[src/shared/tas_map.vh]
// register map, field codes and timing constants of the trigger arming sequencer
`ifndef TAS_MAP_VH
`define TAS_MAP_VH
// register byte offsets
`define TAS_OFF_CMD      12'h000
`define TAS_OFF_CFG      12'h004
`define TAS_OFF_STATUS   12'h008
`define TAS_OFF_IRQ_STAT 12'h00C
`define TAS_OFF_IRQ_EN   12'h010
`define TAS_OFF_IRQ_CLR  12'h014
`define TAS_OFF_ERR      12'h018
// command register fields
`define TAS_CMD_OP_LSB   0
`define TAS_CMD_OP_MSB   3
`define TAS_CMD_CH_LSB   4
`define TAS_CMD_CH_MSB   5
`define TAS_CMD_ARG_BIT  8
// command opcodes
`define TAS_OP_NONE      4'h0
`define TAS_OP_ABORT     4'h1
`define TAS_OP_SINGLE    4'h2
`define TAS_OP_CONT      4'h3
`define TAS_OP_CONT_ALL  4'h4
`define TAS_OP_SINGLE_ALL 4'h5
`define TAS_OP_TRIG_NOW  4'h6
`define TAS_OP_LOCAL     4'h7
// channel suffix codes
`define TAS_SUFFIX_A     2'h1
`define TAS_SUFFIX_B     2'h2
// trigger source codes, 3 bits per channel in the config register
`define TAS_SRC_BUS      3'h0
`define TAS_SRC_EXT      3'h1
`define TAS_SRC_HOLD     3'h2
`define TAS_SRC_IMM      3'h3
`define TAS_SRC_INT      3'h4
`define TAS_CFG_SRC_A_LSB 0
`define TAS_CFG_SRC_B_LSB 4
// sequencing states
`define TAS_ST_IDLE      2'h0
`define TAS_ST_WAIT      2'h1
`define TAS_ST_MEAS      2'h2
// error codes (magnitude of the negative instrument code)
`define TAS_ERR_NONE     8'h00
`define TAS_ERR_TRIG_IGN 8'hD3
`define TAS_ERR_INIT_IGN 8'hD5
`define TAS_ERR_SUFFIX   8'h72
// interrupt status bits
`define TAS_IRQ_DONE_A   0
`define TAS_IRQ_DONE_B   1
`define TAS_IRQ_ERR      2
`define TAS_IRQ_W        3
// measurement time
`define TAS_MEAS_NS      1000
`define TAS_CLK_NS       50
`define TAS_MEAS_CYC     (`TAS_MEAS_NS / `TAS_CLK_NS)
`endif

[src/design/tas_sequencer.v]
// two-channel trigger arming sequencer with apb register access
//
// Decided for this implementation: the register addresses and the APB slave port.
`include "tas_map.vh"
module tas_sequencer #(
    parameter NUM_CH   = 2,
    parameter RES_W    = 16,
    parameter MEAS_CYC = `TAS_MEAS_CYC
) (
    // clock and reset
    input  wire        ref_clk_i,
    input  wire        srst_i,
    // apb slave
    input  wire        psel_i,
    input  wire        penable_i,
    input  wire        pwrite_i,
    input  wire [11:0] paddr_i,
    input  wire [31:0] pwdata_i,
    output reg  [31:0] prdata_o,
    output reg         pready_o,
    output reg         pslverr_o,
    // trigger events and measurement data
    input  wire [1:0]  ext_trig_i,
    input  wire [1:0]  int_trig_i,
    input  wire [RES_W-1:0] meas_data_a_i,
    input  wire [RES_W-1:0] meas_data_b_i,
    // status
    output reg  [1:0]  pending_o,
    output reg  [1:0]  measuring_o,
    output reg         irq_o
);
    localparam ST_IDLE = `TAS_ST_IDLE;
    localparam ST_WAIT = `TAS_ST_WAIT;
    localparam ST_MEAS = `TAS_ST_MEAS;

    ////////////////////////////////////////////////////////////////////////
    reg  [1:0]       state_reg [0:1];
    reg  [1:0]       state_next [0:1];
    reg  [1:0]       cont_reg;
    reg  [1:0]       cont_next;
    reg              cont_all_reg;
    reg              cont_all_next;
    reg  [7:0]       cfg_reg;
    reg  [15:0]      cnt_reg [0:1];
    reg  [RES_W-1:0] result_reg [0:1];
    reg  [1:0]       fresh_reg;
    reg  [7:0]       err_reg;
    reg  [7:0]       err_next;
    reg  [`TAS_IRQ_W-1:0] irq_stat_reg;
    reg  [`TAS_IRQ_W-1:0] irq_en_reg;
    reg  [1:0]       done_set;
    reg  [2:0]       src [0:1];
    reg  [1:0]       trig_hit;
    reg              err_set;
    integer          c;
    integer          k;
    integer          j;
    integer          t;
    integer          m;
    integer          r;

    wire        wr_en   = psel_i & penable_i & pwrite_i;
    wire        rd_en   = psel_i & penable_i & ~pwrite_i;
    wire [3:0]  cmd_op  = pwdata_i[`TAS_CMD_OP_MSB:`TAS_CMD_OP_LSB];
    wire [1:0]  cmd_ch  = pwdata_i[`TAS_CMD_CH_MSB:`TAS_CMD_CH_LSB];
    wire        cmd_arg = pwdata_i[`TAS_CMD_ARG_BIT];
    wire        cmd_wr  = wr_en & (paddr_i == `TAS_OFF_CMD);
    // single-channel builds reject channel b suffix
    wire        ch_ok   = (cmd_ch == `TAS_SUFFIX_A) | ((cmd_ch == `TAS_SUFFIX_B) & (NUM_CH > 1));
    wire        ch_idx  = (cmd_ch == `TAS_SUFFIX_B);
    wire        per_ch  = (cmd_op == `TAS_OP_ABORT) | (cmd_op == `TAS_OP_SINGLE) |
                          (cmd_op == `TAS_OP_CONT) | (cmd_op == `TAS_OP_TRIG_NOW);
    // effective repeat arming, per channel or all-channel
    wire [1:0]  rep     = cont_reg | {2{cont_all_reg}};

    // register selects, one per mapped word
    wire        sel_cmd    = (paddr_i == `TAS_OFF_CMD);
    wire        sel_cfg    = (paddr_i == `TAS_OFF_CFG);
    wire        sel_status = (paddr_i == `TAS_OFF_STATUS);
    wire        sel_istat  = (paddr_i == `TAS_OFF_IRQ_STAT);
    wire        sel_ien    = (paddr_i == `TAS_OFF_IRQ_EN);
    wire        sel_iclr   = (paddr_i == `TAS_OFF_IRQ_CLR);
    wire        sel_err    = (paddr_i == `TAS_OFF_ERR);
    wire        sel_any    = sel_cmd | sel_cfg | sel_status | sel_istat | sel_ien | sel_iclr | sel_err;

    ////////////////////////////////////////////////////////////////////////
    // status word fields; spare bits read as zero so fresh flags sit at the top
    wire [7:0]  stat_res_a   = result_reg[0][7:0];
    wire [7:0]  stat_res_b   = result_reg[1][7:0];
    wire [1:0]  stat_state_a = state_reg[0];
    wire [1:0]  stat_state_b = state_reg[1];
    wire        stat_pend_a  = (state_reg[0] != ST_IDLE);
    wire        stat_pend_b  = (state_reg[1] != ST_IDLE);
    wire [1:0]  stat_rep     = rep;
    wire        stat_rep_all = cont_all_reg;
    wire [4:0]  stat_spare   = 5'h00;
    wire [1:0]  stat_fresh   = fresh_reg;
    wire [31:0] status_word  = {stat_fresh, stat_spare, stat_rep_all, stat_rep, stat_pend_b, stat_pend_a,
                                stat_state_b, stat_state_a, stat_res_b, stat_res_a};

    ////////////////////////////////////////////////////////////////////////
    // trigger qualification; bus and hold sources only fire by trigger-now
    always @* begin
        src[0]   = cfg_reg[`TAS_CFG_SRC_A_LSB+2:`TAS_CFG_SRC_A_LSB];
        src[1]   = cfg_reg[`TAS_CFG_SRC_B_LSB+2:`TAS_CFG_SRC_B_LSB];
        trig_hit = 2'b00;
        for (t = 0; t < 2; t = t + 1) begin
            case (src[t])
                `TAS_SRC_EXT: begin
                    trig_hit[t] = ext_trig_i[t];
                end
                `TAS_SRC_INT: begin
                    trig_hit[t] = int_trig_i[t];
                end
                `TAS_SRC_IMM: begin
                    trig_hit[t] = 1'b1;
                end
                default: begin
                    trig_hit[t] = 1'b0;
                end
            endcase
        end
    end

    ////////////////////////////////////////////////////////////////////////
    // sequencing next state
    always @* begin
        cont_next     = cont_reg;
        cont_all_next = cont_all_reg;
        err_next      = `TAS_ERR_NONE;
        err_set       = 1'b0;
        done_set      = 2'b00;
        for (c = 0; c < 2; c = c + 1) begin
            state_next[c] = state_reg[c];
        end
        // autonomous progress; commands keep being taken meanwhile
        for (c = 0; c < 2; c = c + 1) begin
            case (state_reg[c])
                ST_IDLE: begin
                    if (rep[c])
                        state_next[c] = ST_WAIT;
                end
                ST_WAIT: begin
                    if (trig_hit[c])
                        state_next[c] = ST_MEAS;
                end
                ST_MEAS: begin
                    if (cnt_reg[c] == 16'h0000) begin
                        done_set[c]   = 1'b1;
                        // repeat goes straight back to waiting
                        state_next[c] = rep[c] ? ST_WAIT : ST_IDLE;
                    end
                end
                default: state_next[c] = ST_IDLE;
            endcase
        end
        if (cmd_wr) begin
            if (per_ch & ~ch_ok) begin
                err_next = `TAS_ERR_SUFFIX;
                err_set  = 1'b1;
            end else begin
                case (cmd_op)
                    `TAS_OP_ABORT: begin
                        // only state changes, config stays put
                        if (state_reg[ch_idx] != ST_IDLE)
                            state_next[ch_idx] = rep[ch_idx] ? ST_WAIT : ST_IDLE;
                    end
                    `TAS_OP_SINGLE: begin
                        if ((state_reg[ch_idx] != ST_IDLE) | rep[ch_idx]) begin
                            err_next = `TAS_ERR_INIT_IGN;
                            err_set  = 1'b1;
                        end else begin
                            state_next[ch_idx] = (src[ch_idx] == `TAS_SRC_IMM) ? ST_MEAS : ST_WAIT;
                        end
                    end
                    `TAS_OP_SINGLE_ALL: begin
                        if ((state_reg[0] != ST_IDLE) | (state_reg[1] != ST_IDLE) | (|rep)) begin
                            err_next = `TAS_ERR_INIT_IGN;
                            err_set  = 1'b1;
                        end else begin
                            for (c = 0; c < NUM_CH; c = c + 1)
                                state_next[c] = (src[c] == `TAS_SRC_IMM) ? ST_MEAS : ST_WAIT;
                        end
                    end
                    `TAS_OP_CONT: cont_next[ch_idx] = cmd_arg;
                    `TAS_OP_CONT_ALL: begin
                        cont_all_next = cmd_arg;
                        cont_next     = {2{cmd_arg}};
                    end
                    `TAS_OP_TRIG_NOW: begin
                        if (state_reg[ch_idx] == ST_WAIT) begin
                            state_next[ch_idx] = ST_MEAS;
                        end else begin
                            err_next = `TAS_ERR_TRIG_IGN;
                            err_set  = 1'b1;
                        end
                    end
                    `TAS_OP_LOCAL: begin
                        for (c = 0; c < 2; c = c + 1)
                            if ((src[c] != `TAS_SRC_INT) & (src[c] != `TAS_SRC_EXT))
                                cont_next[c] = 1'b1;
                    end
                    default: begin
                        err_next = err_next;
                    end
                endcase
            end
        end
        if (NUM_CH < 2) begin
            state_next[1] = ST_IDLE;
            cont_next[1]  = 1'b0;
        end
    end

    ////////////////////////////////////////////////////////////////////////
    // state, repeat settings and result memory
    always @(posedge ref_clk_i) begin
        if (srst_i) begin
            for (k = 0; k < 2; k = k + 1) begin
                state_reg[k]  <= ST_IDLE;
                result_reg[k] <= {RES_W{1'b0}};
            end
            cont_reg     <= 2'b00;
            cont_all_reg <= 1'b0;
        end else begin
            cont_reg     <= cont_next;
            cont_all_reg <= cont_all_next;
            for (k = 0; k < 2; k = k + 1) begin
                state_reg[k] <= state_next[k];
                if (done_set[k])
                    result_reg[k] <= (k == 0) ? meas_data_a_i : meas_data_b_i;
            end
        end
    end

    ////////////////////////////////////////////////////////////////////////
    // measurement timers, loaded on entry to measuring
    always @(posedge ref_clk_i) begin
        if (srst_i) begin
            for (m = 0; m < 2; m = m + 1)
                cnt_reg[m] <= 16'h0000;
        end else begin
            for (m = 0; m < 2; m = m + 1) begin
                if ((state_next[m] == ST_MEAS) & (state_reg[m] != ST_MEAS))
                    cnt_reg[m] <= MEAS_CYC[15:0] - 16'h0001;
                else if (cnt_reg[m] != 16'h0000)
                    cnt_reg[m] <= cnt_reg[m] - 16'h0001;
            end
        end
    end

    ////////////////////////////////////////////////////////////////////////
    // host config, error code and fresh-result flags
    always @(posedge ref_clk_i) begin
        if (srst_i) begin
            cfg_reg   <= {1'b0, `TAS_SRC_IMM, 1'b0, `TAS_SRC_IMM};
            fresh_reg <= 2'b00;
            err_reg   <= `TAS_ERR_NONE;
        end else begin
            // result stays until fetched; a new result wins over the fetch
            for (r = 0; r < 2; r = r + 1) begin
                if (done_set[r])
                    fresh_reg[r] <= 1'b1;
                else if (rd_en & sel_status)
                    fresh_reg[r] <= 1'b0;
            end
            if (wr_en & sel_cfg)
                cfg_reg <= pwdata_i[7:0];
            // a new error wins over the clearing read
            if (err_set)
                err_reg <= err_next;
            else if (rd_en & sel_err)
                err_reg <= `TAS_ERR_NONE;
        end
    end

    ////////////////////////////////////////////////////////////////////////
    // interrupts: set wins over clear
    always @(posedge ref_clk_i) begin
        if (srst_i) begin
            irq_stat_reg <= {`TAS_IRQ_W{1'b0}};
            irq_en_reg   <= {`TAS_IRQ_W{1'b0}};
            irq_o        <= 1'b0;
        end else begin
            irq_stat_reg <= (irq_stat_reg &
                             ~((wr_en & (paddr_i == `TAS_OFF_IRQ_CLR)) ? pwdata_i[`TAS_IRQ_W-1:0]
                                                                        : {`TAS_IRQ_W{1'b0}})) |
                            {err_set, done_set};
            if (wr_en & (paddr_i == `TAS_OFF_IRQ_EN))
                irq_en_reg <= pwdata_i[`TAS_IRQ_W-1:0];
            irq_o <= |(irq_stat_reg & irq_en_reg);
        end
    end

    ////////////////////////////////////////////////////////////////////////
    // read data mux; unmapped words read zero and raise slverr
    reg  [31:0] rd_word;
    always @* begin
        rd_word = 32'h00000000;
        case (paddr_i)
            `TAS_OFF_CMD: begin
                rd_word = 32'h00000000;
            end
            `TAS_OFF_CFG: begin
                rd_word = {24'h000000, cfg_reg};
            end
            `TAS_OFF_STATUS: begin
                rd_word = status_word;
            end
            `TAS_OFF_IRQ_STAT: begin
                rd_word = {{(32-`TAS_IRQ_W){1'b0}}, irq_stat_reg};
            end
            `TAS_OFF_IRQ_EN: begin
                rd_word = {{(32-`TAS_IRQ_W){1'b0}}, irq_en_reg};
            end
            `TAS_OFF_IRQ_CLR: begin
                rd_word = 32'h00000000;
            end
            `TAS_OFF_ERR: begin
                rd_word = {24'h000000, err_reg};
            end
            default: begin
                rd_word = 32'h00000000;
            end
        endcase
    end

    ////////////////////////////////////////////////////////////////////////
    // apb slave, no wait states, registered outputs
    always @(posedge ref_clk_i) begin
        if (srst_i) begin
            prdata_o  <= 32'h00000000;
            pready_o  <= 1'b0;
            pslverr_o <= 1'b0;
        end else begin
            // ready answers the setup cycle, so every access phase is one cycle long
            pready_o  <= psel_i & ~penable_i;
            pslverr_o <= 1'b0;
            prdata_o  <= 32'h00000000;
            if (psel_i & ~penable_i) begin
                prdata_o  <= rd_word;
                pslverr_o <= ~sel_any;
            end
        end
    end

    ////////////////////////////////////////////////////////////////////////
    // status outputs follow next state so they line up with the state registers
    always @(posedge ref_clk_i) begin
        if (srst_i) begin
            pending_o   <= 2'b00;
            measuring_o <= 2'b00;
        end else begin
            for (j = 0; j < 2; j = j + 1) begin
                pending_o[j]   <= (state_next[j] != ST_IDLE);
                measuring_o[j] <= (state_next[j] == ST_MEAS);
            end
        end
    end
endmodule // tas_sequencer

[config.mk]
export PLATFORM = sky130hd
export DESIGN_NAME = tas_sequencer
export DESIGN_NICKNAME = d
export VERILOG_FILES = /design/src/design/tas_sequencer.v
export VERILOG_INCLUDE_DIRS = /design/src /design/src/shared
export SDC_FILE = /design/constraint.sdc
export NUM_CORES = 1
export LEC_CHECK = 0
export BUFFER_PORTS_ARGS = -buffer_cell sky130_fd_sc_hd__buf_2
export CORE_UTILIZATION = 40
export DETAILED_ROUTE_END_ITERATION = 12
export GPL_ROUTABILITY_DRIVEN = 1
export RECOVER_POWER = 100
export SLEW_MARGIN = 20
export SYNTH_ARGS = -nofsm -noshare
export SYNTH_HDL_FRONTEND = slang
export SYNTH_SLANG_ARGS = --single-unit
[constraint.sdc]
create_clock -name ref_clk_i -period 2.9 [get_ports ref_clk_i]
set_input_delay 0.29 -clock ref_clk_i [delete_from_list [all_inputs] [get_ports ref_clk_i]]
set_output_delay 0.29 -clock ref_clk_i [all_outputs]
set_load 0.1 [all_outputs]
==> summary.txt, run 1 <==
Yosys
  – Seq/Total Area, Yosys: between 50% and 60%
  – Async set-reset flop share out of synthesis: 0%
  – Avg Inst Size Synth: roughly 9.6 um2
  – Post-synth top area share: approximately 27%
  – Count leader, synth: nor2_1
  – Ys flop type: dfxtp_1
  – Mapped Cells: around 560
  – Synth cell count leaders: nor2_1, dfxtp_1, edfxtp_1, nand2_1, a21oi_1
  – Seq cells post-synth: between 100 and 150
  – Number of enable flip-flop cells after synthesis: 48
  – Yosys warns: 0
  – Netlist Area Pre-Place: 0.00536 mm2
  – Leading area contributor after synthesis: edfxtp_1
  – Synth area leaders: edfxtp_1, dfxtp_1, nor2_1, nand2_1, xnor2_1
  – Yosys cell types: 63

Die
  – Die ar.: about 0.014 mm2
  – Starting Density: between 40% and 50%
  – Core area: ~0.013 mm2
  – Rows: about 40
  – Horiz. Die Dim: approximately 120 um
  – Num ports: roughly 120
  – Die H: roughly 120 um

GRT
  – GRT Total Usage: a little under a fifth
  – Remaining Overflow, GRT: 0
  – First-pass GRT wire length: between 20000 and 25000 um
  – Vias in the first global route: around 4300
  – Pin count of the biggest net entering global routing: 31
  – Initial antenna violation count: 0

Timing
  – Worst rel slew slack: 21.3%
  – Fin crit share: between 90 and 100%
  – Final worst setup slack: between 0.2 and 0.25 ns
  – Setup TNS: 0 ns
  – Slew of the pin with the lowest slew margin: 1.19 ns
  – Peak Freq: 372 MHz
  – Fin. Hold Viols: 0
  – Final max-slew violation count: 0
  – Final setup vio count: 0
  – Hold_ws: 0.188 ns
  – Minimum clock period: 2.69 ns
  – RSZ-0062 raised after global routing: false
  – Clock skew: between 0.01 and 0.015 ns

Detailed routing
  – M1 WL: between 5000 and 6000 um
  – Highest routed layer: met4
  – Final WL: roughly 13000 um
  – Pre-Repair DR Iteration Count: 5
  – Wirelength per Cell: approximately 16 um
  – Detail Route Antenna Nets: 0
  – 1st-iter DRT viols: roughly 290
  – Drt drc: 0
  – DR WL met3: 640 um
  – Avg Vias per Cell: ~5.4
  – DR WL met2: around 6300 um
  – Vias: 4378

Clocking
  – CTS Buf Count: 9
  – CTS Hold Bufs: 0
  – Root Driver: clkbuf_16
  – CTS sink count: 110
  – Post-cts resize count: 0
  – Max clock buf depth: 2
  – Clock-pin slew on the worst setup and hold paths: approximately 0.08 ns
  – CTS tree: yes
  – Htree depth: 3
  – Post-CTS Setup Bufs: 0
  – Worst skew pair latency: approximately 0.36 ns

Worst setup path
  – Critical path class: reg -> reg
  – CP max FO: 10
  – Crit. Startpoint: cont_all_reg
  – WP data arrival: around 2.7 ns
  – Critical Path End: cnt_reg[0][8]
  – Crit start category: register
  – CP Capture Type: register
  – R2R cell count: 7
  – Flop-to-flop setup slack: around 0.21 ns
  – Worst R2R End: cnt_reg[0][8]
  – Reg-to-reg critical path startpoint: cont_all_reg
  – Critical Path RT: approximately 2.9 ns

Place
  – DP Area: roughly 0.006 mm2
  – HPWL after DPL: 9610 um
  – Placed insts: about 800
  – Setup WS pre-CTS: ~0.26 ns
  – RePlAce Congestion: roughly 0.91
  – Port Buffers: just under 80

Power
  – Logic pwr share: 22.8%
  – Max IR drop VDD: around 0.33 mV
  – Pwr Total: 4.13 mW
  – Sequential Power Share: between 40% and 50%
  – Psw: around 1.3 mW
  – Internal: 2.86 mW
  – Clock power frac: a little under a third
  – Leakage: ~2.4 nW
  – Switching Fraction: 30.7%
  – Power Dens Cells: roughly 670 mW/mm2

Final layout
  – Antenna diode count: 0
  – Filler Cell Count: between 1000 and 1500
  – Core Util, Final: about half
  – Design area: between 0.006 and 0.007 mm2
  – Footprint of the multi-input gates: between 0.002 and 0.0025 mm2
  – Syn-to-layout area delta: 15.1%
  – Sequential cell area: between 0.002 and 0.003 mm2
  – Post-Layout Cell Count: between 800 and 900
  – Nets: 730
  – Max FFs per register: 32
  – Layout cells sized above 1: between 10% and 20%

Status
  – Status: finished, final reports clean

Min path
  – HP Class: in -> reg

Run
  – Max cap viols: 0
-- logic make-up after synthesis --
| logic type | synth area share [%] |
|---|---|
| simple gates | 24.3 |
| flops | 50.0 |
| mux | 2.26 |
| buf+inv | 3.99 |
| xor+xnor | 4.25 |
| compound gates | 14.1 |
| fa+ha+maj | 0.933 |
| other cells | 0.0699 |
-- layout by cell type, fill, tap and decap left out, types with 5 or more instances in the layout --
master,n
nor3_1,24
and3_1,19
a21oi_1,28
conb_1,5
and2_0,10
a222oi_1,7
o31ai_1,6
inv_1,15
nand3_1,15
nor4_1,11
dfxtp_1,62
clkbuf_1,45
xnor2_1,17
nor2_1,68
o21ai_0,26
xor2_1,9
nand2_1,45
nor2b_1,9
and2_1,10
o21a_1,5
buf_4,6
buf_2,44
nand2b_1,10
mux2i_1,11
a22oi_1,7
edfxtp_1,48
clkbuf_16,10
-- worst min-delay path by stage --
stage	slack, ns	cells after the start	start	endpoint
finish	0.19	3	pwdata_i[7]	cfg_reg[7]
global route	0.20	3	pwdata_i[4]	cfg_reg[4]
CTS	0.18	3	pwdata_i[7]	cfg_reg[7]
detailed placement	0.45	1	result_reg[0][19]	prdata_o[11]
global placement	0.45	1	result_reg[0][22]	prdata_o[14]
floorplan	0.42	2	pwdata_i[4]	cfg_reg[4]
-- worst max-delay path: stages (launching register included) --
cell and delay, ns:
dfxtp_1 0.38, nor4_1 0.64, nand2_1 0.20, o32a_1 0.42, a21boi_1 0.17, o21ai_0 0.14
nand3_1 0.14, clkbuf_2 0.28
-- area by class of cell --
cell class	instances	share of cell area [%]
sequential	110	43.5
multi-input combinational	407	39.9
inverter	15	0.912
clock buffer	11	4.12
tap	172	3.49
clock inverter	5	0.811
timing repair buffer	98	7.30
-- metal layers --
layer	GRT usage, %	vias to the layer above
met2	33.0	123
met5	0	-
met1	23.0	2070
met4	6.73	0
li1	-	2167
met3	4.80	18
-- power groups by stage --
| stage | Sequential, mW | Clock [mW] | Combinational (mW) |
|---|---|---|---|
| 6_report | 1.94 | 1.24 | 0.941 |
| 5_1_grt | 1.96 | 1.33 | 1.06 |
| 4_1_cts | 1.94 | 1.28 | 0.956 |
| 3_5_place_dp | 1.98 | 0 | 0.940 |
| 3_3_place_gp | 1.97 | 0 | 0.922 |
| 2_1_floorplan | 1.95 | 0 | 0.739 |
No activity file was read; power rests on OpenSTA's default activity.
==> run 2, diff against run 1 <==
PLACE_DENSITY = 0.59   (was unset)
SLEW_MARGIN = 15   (was 20)
==> summary.txt, run 2 (synthesis results as in run 1) <==
Clocking
  – CTS sink count: 110 (unchanged)
  – Post-CTS Setup Bufs: 0 (unchanged)
  – CTS Buf Count: 9 (unchanged)
  – Max clock buf depth: 2 (unchanged)
  – CTS Hold Bufs: 0 (unchanged)
  – Root Driver: clkbuf_16
  – Worst skew pair latency: 0.36 ns (about the same)
  – Post-cts resize count: 0 (unchanged)
  – CTS tree: yes
  – Htree depth: 3 (unchanged)
  – Clock-pin slew on the worst setup and hold paths: 0.07 ns (about the same)

Worst setup path
  – Worst R2R End: cnt_reg[0][5]
  – Crit start category: register
  – Reg-to-reg critical path startpoint: cnt_reg[0][11]
  – Critical path class: reg -> reg
  – WP data arrival: 2.82 ns (+0.09 ns)
  – CP Capture Type: register
  – Critical Path RT: 2.97 ns (+0.03 ns)
  – CP max FO: 10 (unchanged)
  – R2R cell count: 7 (unchanged)
  – Flop-to-flop setup slack: 0.15 ns (-0.06 ns)

Detailed routing
  – Avg Vias per Cell: 5.42 (+1.3%)
  – Pre-Repair DR Iteration Count: 6 (+1)
  – 1st-iter DRT viols: 359 (+26%)
  – Vias: 4440 (+1.4%)
  – Detail Route Antenna Nets: 0 (unchanged)
  – Wirelength per Cell: 15.8 um (-0.21%)
  – Final WL: 12900 um (about the same)
  – Drt drc: 0 (unchanged)

Final layout
  – Max FFs per register: 32 (unchanged)
  – Filler Cell Count: 1265 (-0.24%)
  – Sequential cell area: 0.00268 mm2 (unchanged)
  – Antenna diode count: 0 (unchanged)
  – Most frequent cells in the layout: nor2_1, dfxtp_1, edfxtp_1
  – Footprint of the multi-input gates: 0.00244 mm2 (-0.81%)
  – Syn-to-layout area delta: 14.6%
  – Commonest non-fill, non-tap cell in the layout: nor2_1
  – Nets: 731 (+0.14%)
  – Layout cells sized above 1: 12.5% (+0.14 points)
  – Post-Layout Cell Count: 819 (+0.12%)

Place
  – HPWL after DPL: 9800 um (+2.0%)
  – Placed insts: 803 (+0.12%)
  – Port Buffers: 79 (unchanged)
  – RePlAce Congestion: 0.886 (-2.1%)

Run
  – Max cap viols: 0 (unchanged)

Timing
  – Fin crit share: 94.8% (+1.9 points)
  – Minimum clock period: 2.75 ns (+0.0564 ns)
  – Fin. Hold Viols: 0 (unchanged)
  – Setup TNS: 0 ns (unchanged)
  – Peak Freq: 364 MHz (-2.1%)
  – Slew of the pin with the lowest slew margin: 1.18 ns (-0.0102 ns)
  – RSZ-0062 raised after global routing: false
  – Worst rel slew slack: 21.9% (+0.68 points)
  – Final max-slew violation count: 0 (unchanged)
  – Final setup vio count: 0 (unchanged)
  – Clock skew: 0.00792 ns (-0.00406 ns)

GRT
  – GRT Total Usage: 19.6% (+0.53 points)
  – Initial antenna violation count: 0 (unchanged)
  – Remaining Overflow, GRT: 0 (unchanged)
  – Pin count of the biggest net entering global routing: 25 (-19%)
  – Vias in the first global route: 4399 (+1.8%)
  – First-pass GRT wire length: 21600 um (+2.5%)

Die
  – Die H: 118 um (unchanged)
  – Core area: 0.0128 mm2 (unchanged)
  – Num ports: 124 (unchanged)
  – Horiz. Die Dim: 118 um (unchanged)
  – Rows: 41 (unchanged)
  – Starting Density: 41.8% (unchanged)
  – Die ar.: 0.0139 mm2 (unchanged)

Min path
  – Hold endpoint: cfg_reg[4]
  – HP Class: in -> reg
  – Worst hold path cell count: 3 (unchanged)
  – Hold_sp: pwdata_i[4]

Power
  – Leakage: 2.37 nW (+0.18%)
  – Max IR drop VDD: 0.278 mV (-16%)
  – Power Dens Cells: 661 mW/mm2 (-1.1%)

Status
  – Status: finished, final reports clean
==> run 2: worst max-delay path by stage <==
stage,from,end,slack (ns),cells after the start
2_1_floorplan,cnt_reg[0][0],cnt_reg[0][0],0.39,8
3_3_place_gp,cnt_reg[1][6],cnt_reg[0][4],0.30,7
3_5_place_dp,pwdata_i[4],cnt_reg[0][4],0.30,10
4_1_cts,cnt_reg[1][6],cnt_reg[0][4],0.28,7
5_1_grt,cnt_reg[0][0],cnt_reg[0][5],0.01,9
6_report,cnt_reg[0][11],cnt_reg[0][5],0.15,7
==> run 2: layer usage <==
layer	up-vias	global-route usage [%]	wire length [um]
li1	2181	-	-
met1	2095	24.3	5710
met2	131	32.4	6220
met3	33	3.59	558
met4	0	10.4	429
met5	-	0	0
==> run 2: report_power, final <==
group | total [mW] | leakage, nW | switching (mW) | internal, mW
clock | 1.18 | 0.140 | 0.586 | 0.598
sequential | 1.94 | 1.04 | 0.125 | 1.82
combinational | 0.937 | 1.19 | 0.550 | 0.387
==> run 2: area by class of cell <==
type	count	area share (%)
tap	172	3.50
clock inverter	6	0.916
sequential	110	43.6
timing repair buffer	99	7.55
clock buffer	10	3.72
inverter	15	0.916
multi-input combinational	407	39.8
==> run 2: per-stage QoR <==
stage / hold WS (ns) / setup WS (ns) / power (mW) / utilization (%) / cell area, um2
global route: 0.177 / 0.0129 / 4.31 / 47.9 / 6150
detailed placement: 0.449 / 0.295 / 2.92 / 46.6 / 5980
CTS: 0.156 / 0.276 / 4.12 / 48.9 / 6270
global placement: 0.452 / 0.302 / 2.89 / 46.6 / 5980
finish: 0.168 / 0.152 / 4.07 / 47.9 / 6150
floorplan: 0.418 / 0.395 / 2.69 / - / 5380
==> run 2: worst max-delay path, stage by stage (launching register included) <==
cell,delay (ns)
edfxtp_1,0.46
nor4_1,0.49
and4_1,0.38
a2bb2oi_1,0.21
a41oi_1,0.12
o21ai_0,0.38
nand3_1,0.15
clkbuf_2,0.27
==> run 3, diff against run 2 <==
PLACE_DENSITY = unset   (was 0.59)
PLACE_DENSITY_LB_ADDON = 0.12   (was unset)
==> summary.txt, run 3 (synthesis results as in run 1) <==
Place
  – RePlAce Congestion: 0.897 (+1.3%)
  – Setup WS pre-CTS: 0.237 ns (-0.0584 ns)
  – Port Buffers: 79 (unchanged)
  – HPWL after DPL: 9480 um (-3.3%)

Min path
  – Hold endpoint: cfg_reg[6]
  – Hold_sp: pwdata_i[6]
  – Worst hold path cell count: 3 (unchanged)
  – HP Class: in -> reg

Clocking
  – CTS sink count: 110 (unchanged)
  – Root Driver: clkbuf_16
  – Worst skew pair latency: 0.36 ns (about the same)
  – Max clock buf depth: 2 (unchanged)
  – CTS Hold Bufs: 0 (unchanged)
  – Htree depth: 3 (unchanged)
  – Clock-pin slew on the worst setup and hold paths: 0.08 ns (about the same)
  – CTS Buf Count: 9 (unchanged)
  – CTS tree: yes

Power
  – Sequential Power Share: 45.3% (-2.5 points)
  – Internal: 2.99 mW (+6.6%)
  – Leakage: 2.40 nW (+1.2%)
  – Logic pwr share: 22.1% (-0.9 points)
  – Clock power frac: 32.5% (+3.4 points)
  – Pwr Total: 4.28 mW (+5.2%)
  – Switching Fraction: 30.1% (-0.89 points)
  – Max IR drop VDD: 0.402 mV (+44%)
  – Psw: 1.29 mW (+2.2%)
  – Power Dens Cells: 690 mW/mm2 (+4.4%)

Worst setup path
  – CP Capture Type: register
  – Crit path buffers/inverters: 1 (unchanged)
  – Critical path's top delay family: simple AND/OR/NAND/NOR gates
  – Reg-to-reg critical path startpoint: cont_all_reg
  – R2R cell count: 8 (+1)
  – Worst R2R End: cnt_reg[1][10]
  – Crit start category: register
  – CP max stage cell: nor4_1
  – Ordered list of cells on the worst path: nor4_1 -> nand2_1 -> nor4bb_1 -> o21a_1 -> o31ai_2 -> nand3_1 -> buf_4 -> nor2_1
  – Critical Path RT: 3.02 ns (+0.05 ns)
  – Flop-to-flop setup slack: 0.13 ns (-0.02 ns)
  – Crit. Startpoint: cont_all_reg
  – Critical path class: reg -> reg
  – WP data arrival: 2.88 ns (+0.06 ns)
  – Worst path max stage delay: 0.62 ns (+0.13 ns)
  – CP max FO: 10 (unchanged)

Timing
  – Fin crit share: 95.4% (+0.61 points)
  – Slew of the pin with the lowest slew margin: 1.20 ns (+0.0243 ns)
  – Minimum clock period: 2.77 ns (+0.0177 ns)
  – Hold_ws: 0.162 ns (-0.00553 ns)
  – Clock skew: 0.0107 ns (+0.00276 ns)
  – Final setup vio count: 0 (unchanged)
  – RSZ-0062 raised after global routing: false
  – Final worst setup slack: 0.135 ns (-0.0177 ns)
  – Peak Freq: 362 MHz (-0.64%)
  – Setup TNS: 0 ns (unchanged)
  – Fin. Hold Viols: 0 (unchanged)
  – Worst rel slew slack: 20.3% (-1.6 points)
  – Final max-slew violation count: 0 (unchanged)

Die
  – Num ports: 124 (unchanged)
  – Core area: 0.0128 mm2 (unchanged)
  – Die H: 118 um (unchanged)
  – Rows: 41 (unchanged)
  – Horiz. Die Dim: 118 um (unchanged)
  – Die ar.: 0.0139 mm2 (unchanged)
  – Starting Density: 41.8% (unchanged)

Status
  – Status: finished, final reports clean

GRT
  – Initial antenna violation count: 0 (unchanged)
  – Remaining Overflow, GRT: 0 (unchanged)
  – Vias in the first global route: 4163 (-5.4%)
  – GRT Total Usage: 19.2% (-0.43 points)
  – First-pass GRT wire length: 20900 um (-2.8%)
  – Pin count of the biggest net entering global routing: 31 (+24%)

Detailed routing
  – Vias: 4327 (-2.5%)
  – Final WL: 12800 um (-1.0%)
  – Wirelength per Cell: 15.6 um (-0.78%)
  – Detail Route Antenna Nets: 0 (unchanged)
  – Avg Vias per Cell: 5.30 (-2.3%)
  – Drt drc: 0 (unchanged)
  – 1st-iter DRT viols: 320 (-11%)
  – Pre-Repair DR Iteration Count: 9 (+3)

Final layout
  – Max FFs per register: 32 (unchanged)
  – Filler Cell Count: 1271 (+0.47%)
  – Nets: 729 (-0.27%)
  – Syn-to-layout area delta: 15.6%
  – Core Util, Final: 48.3% (+0.40 points)
  – Layout cells sized above 1: 12.9% (+0.35 points)
  – Antenna diode count: 0 (unchanged)
  – Commonest non-fill, non-tap cell in the layout: nor2_1
  – Most frequent cells in the layout: nor2_1, dfxtp_1, edfxtp_1

Run
  – Max cap viols: 0 (unchanged)
==> run 3: cell type report <==
cell class                      count  area [um2]  share of cell area, %
Clock buffer                        9         225                   3.63
Clock inverter                      7         111                   1.80
Inverter                           15        56.3                  0.908
Multi-Input combinational cell    407        2450                   39.5
Sequential cell                   110        2680                   43.3
Tap cell                          172         215                   3.47
Timing Repair Buffer               97         457                   7.37
==> run 3: worst min-delay path: cells and delay by family <==
family	cells	cell delay, ns
buffers and inverters	1	0.07
and+or+nand+nor	1	0.07
muxes	1	0.06
==> run 3: worst max path at each step <==
stage                                 to  slack (ns)  depth (start not counted)
after floorplan            cnt_reg[0][0]        0.39                          8
after detailed placement   cnt_reg[0][4]        0.24                          7
after global routing       cnt_reg[1][8]        0.01                         10
after CTS                  cnt_reg[0][4]        0.22                          7
final                     cnt_reg[1][10]        0.13                          8
after global placement     cnt_reg[0][4]        0.25                          7
==> run 3: power groups by stage <==
stage	Sequential, mW	Combinational [mW]	Clock, mW
3_5_place_dp	1.98	0.963	0
3_3_place_gp	1.97	0.939	0
5_1_grt	1.96	1.06	1.50
6_report	1.94	0.947	1.39
4_1_cts	1.94	0.972	1.43
2_1_floorplan	1.95	0.739	0
==> run 3: layer usage <==
metal	vias to the layer above	global-route usage (%)	share of wire (%)
li1	2174	-	-
met3	20	3.25	3.8
met4	0	9.13	2.5
met2	108	32.2	48
met5	-	0	0
met1	2025	24.0	45
==> run 3: stage by stage <==
step                      cells  area, um2
after floorplan             561       5380
after global placement      801       5970
after detailed placement    801       5970
after CTS                   817       6300
after global routing        817       6200
final                       817       6200
==> run 3: repair_timing <==
item | in CTS | in global routing
setup endpoints to repair | 0 | 5
resized for setup | 0 | 1
buffers inserted | 0 | 0
endpoints found under the hold margin | 0 | 0
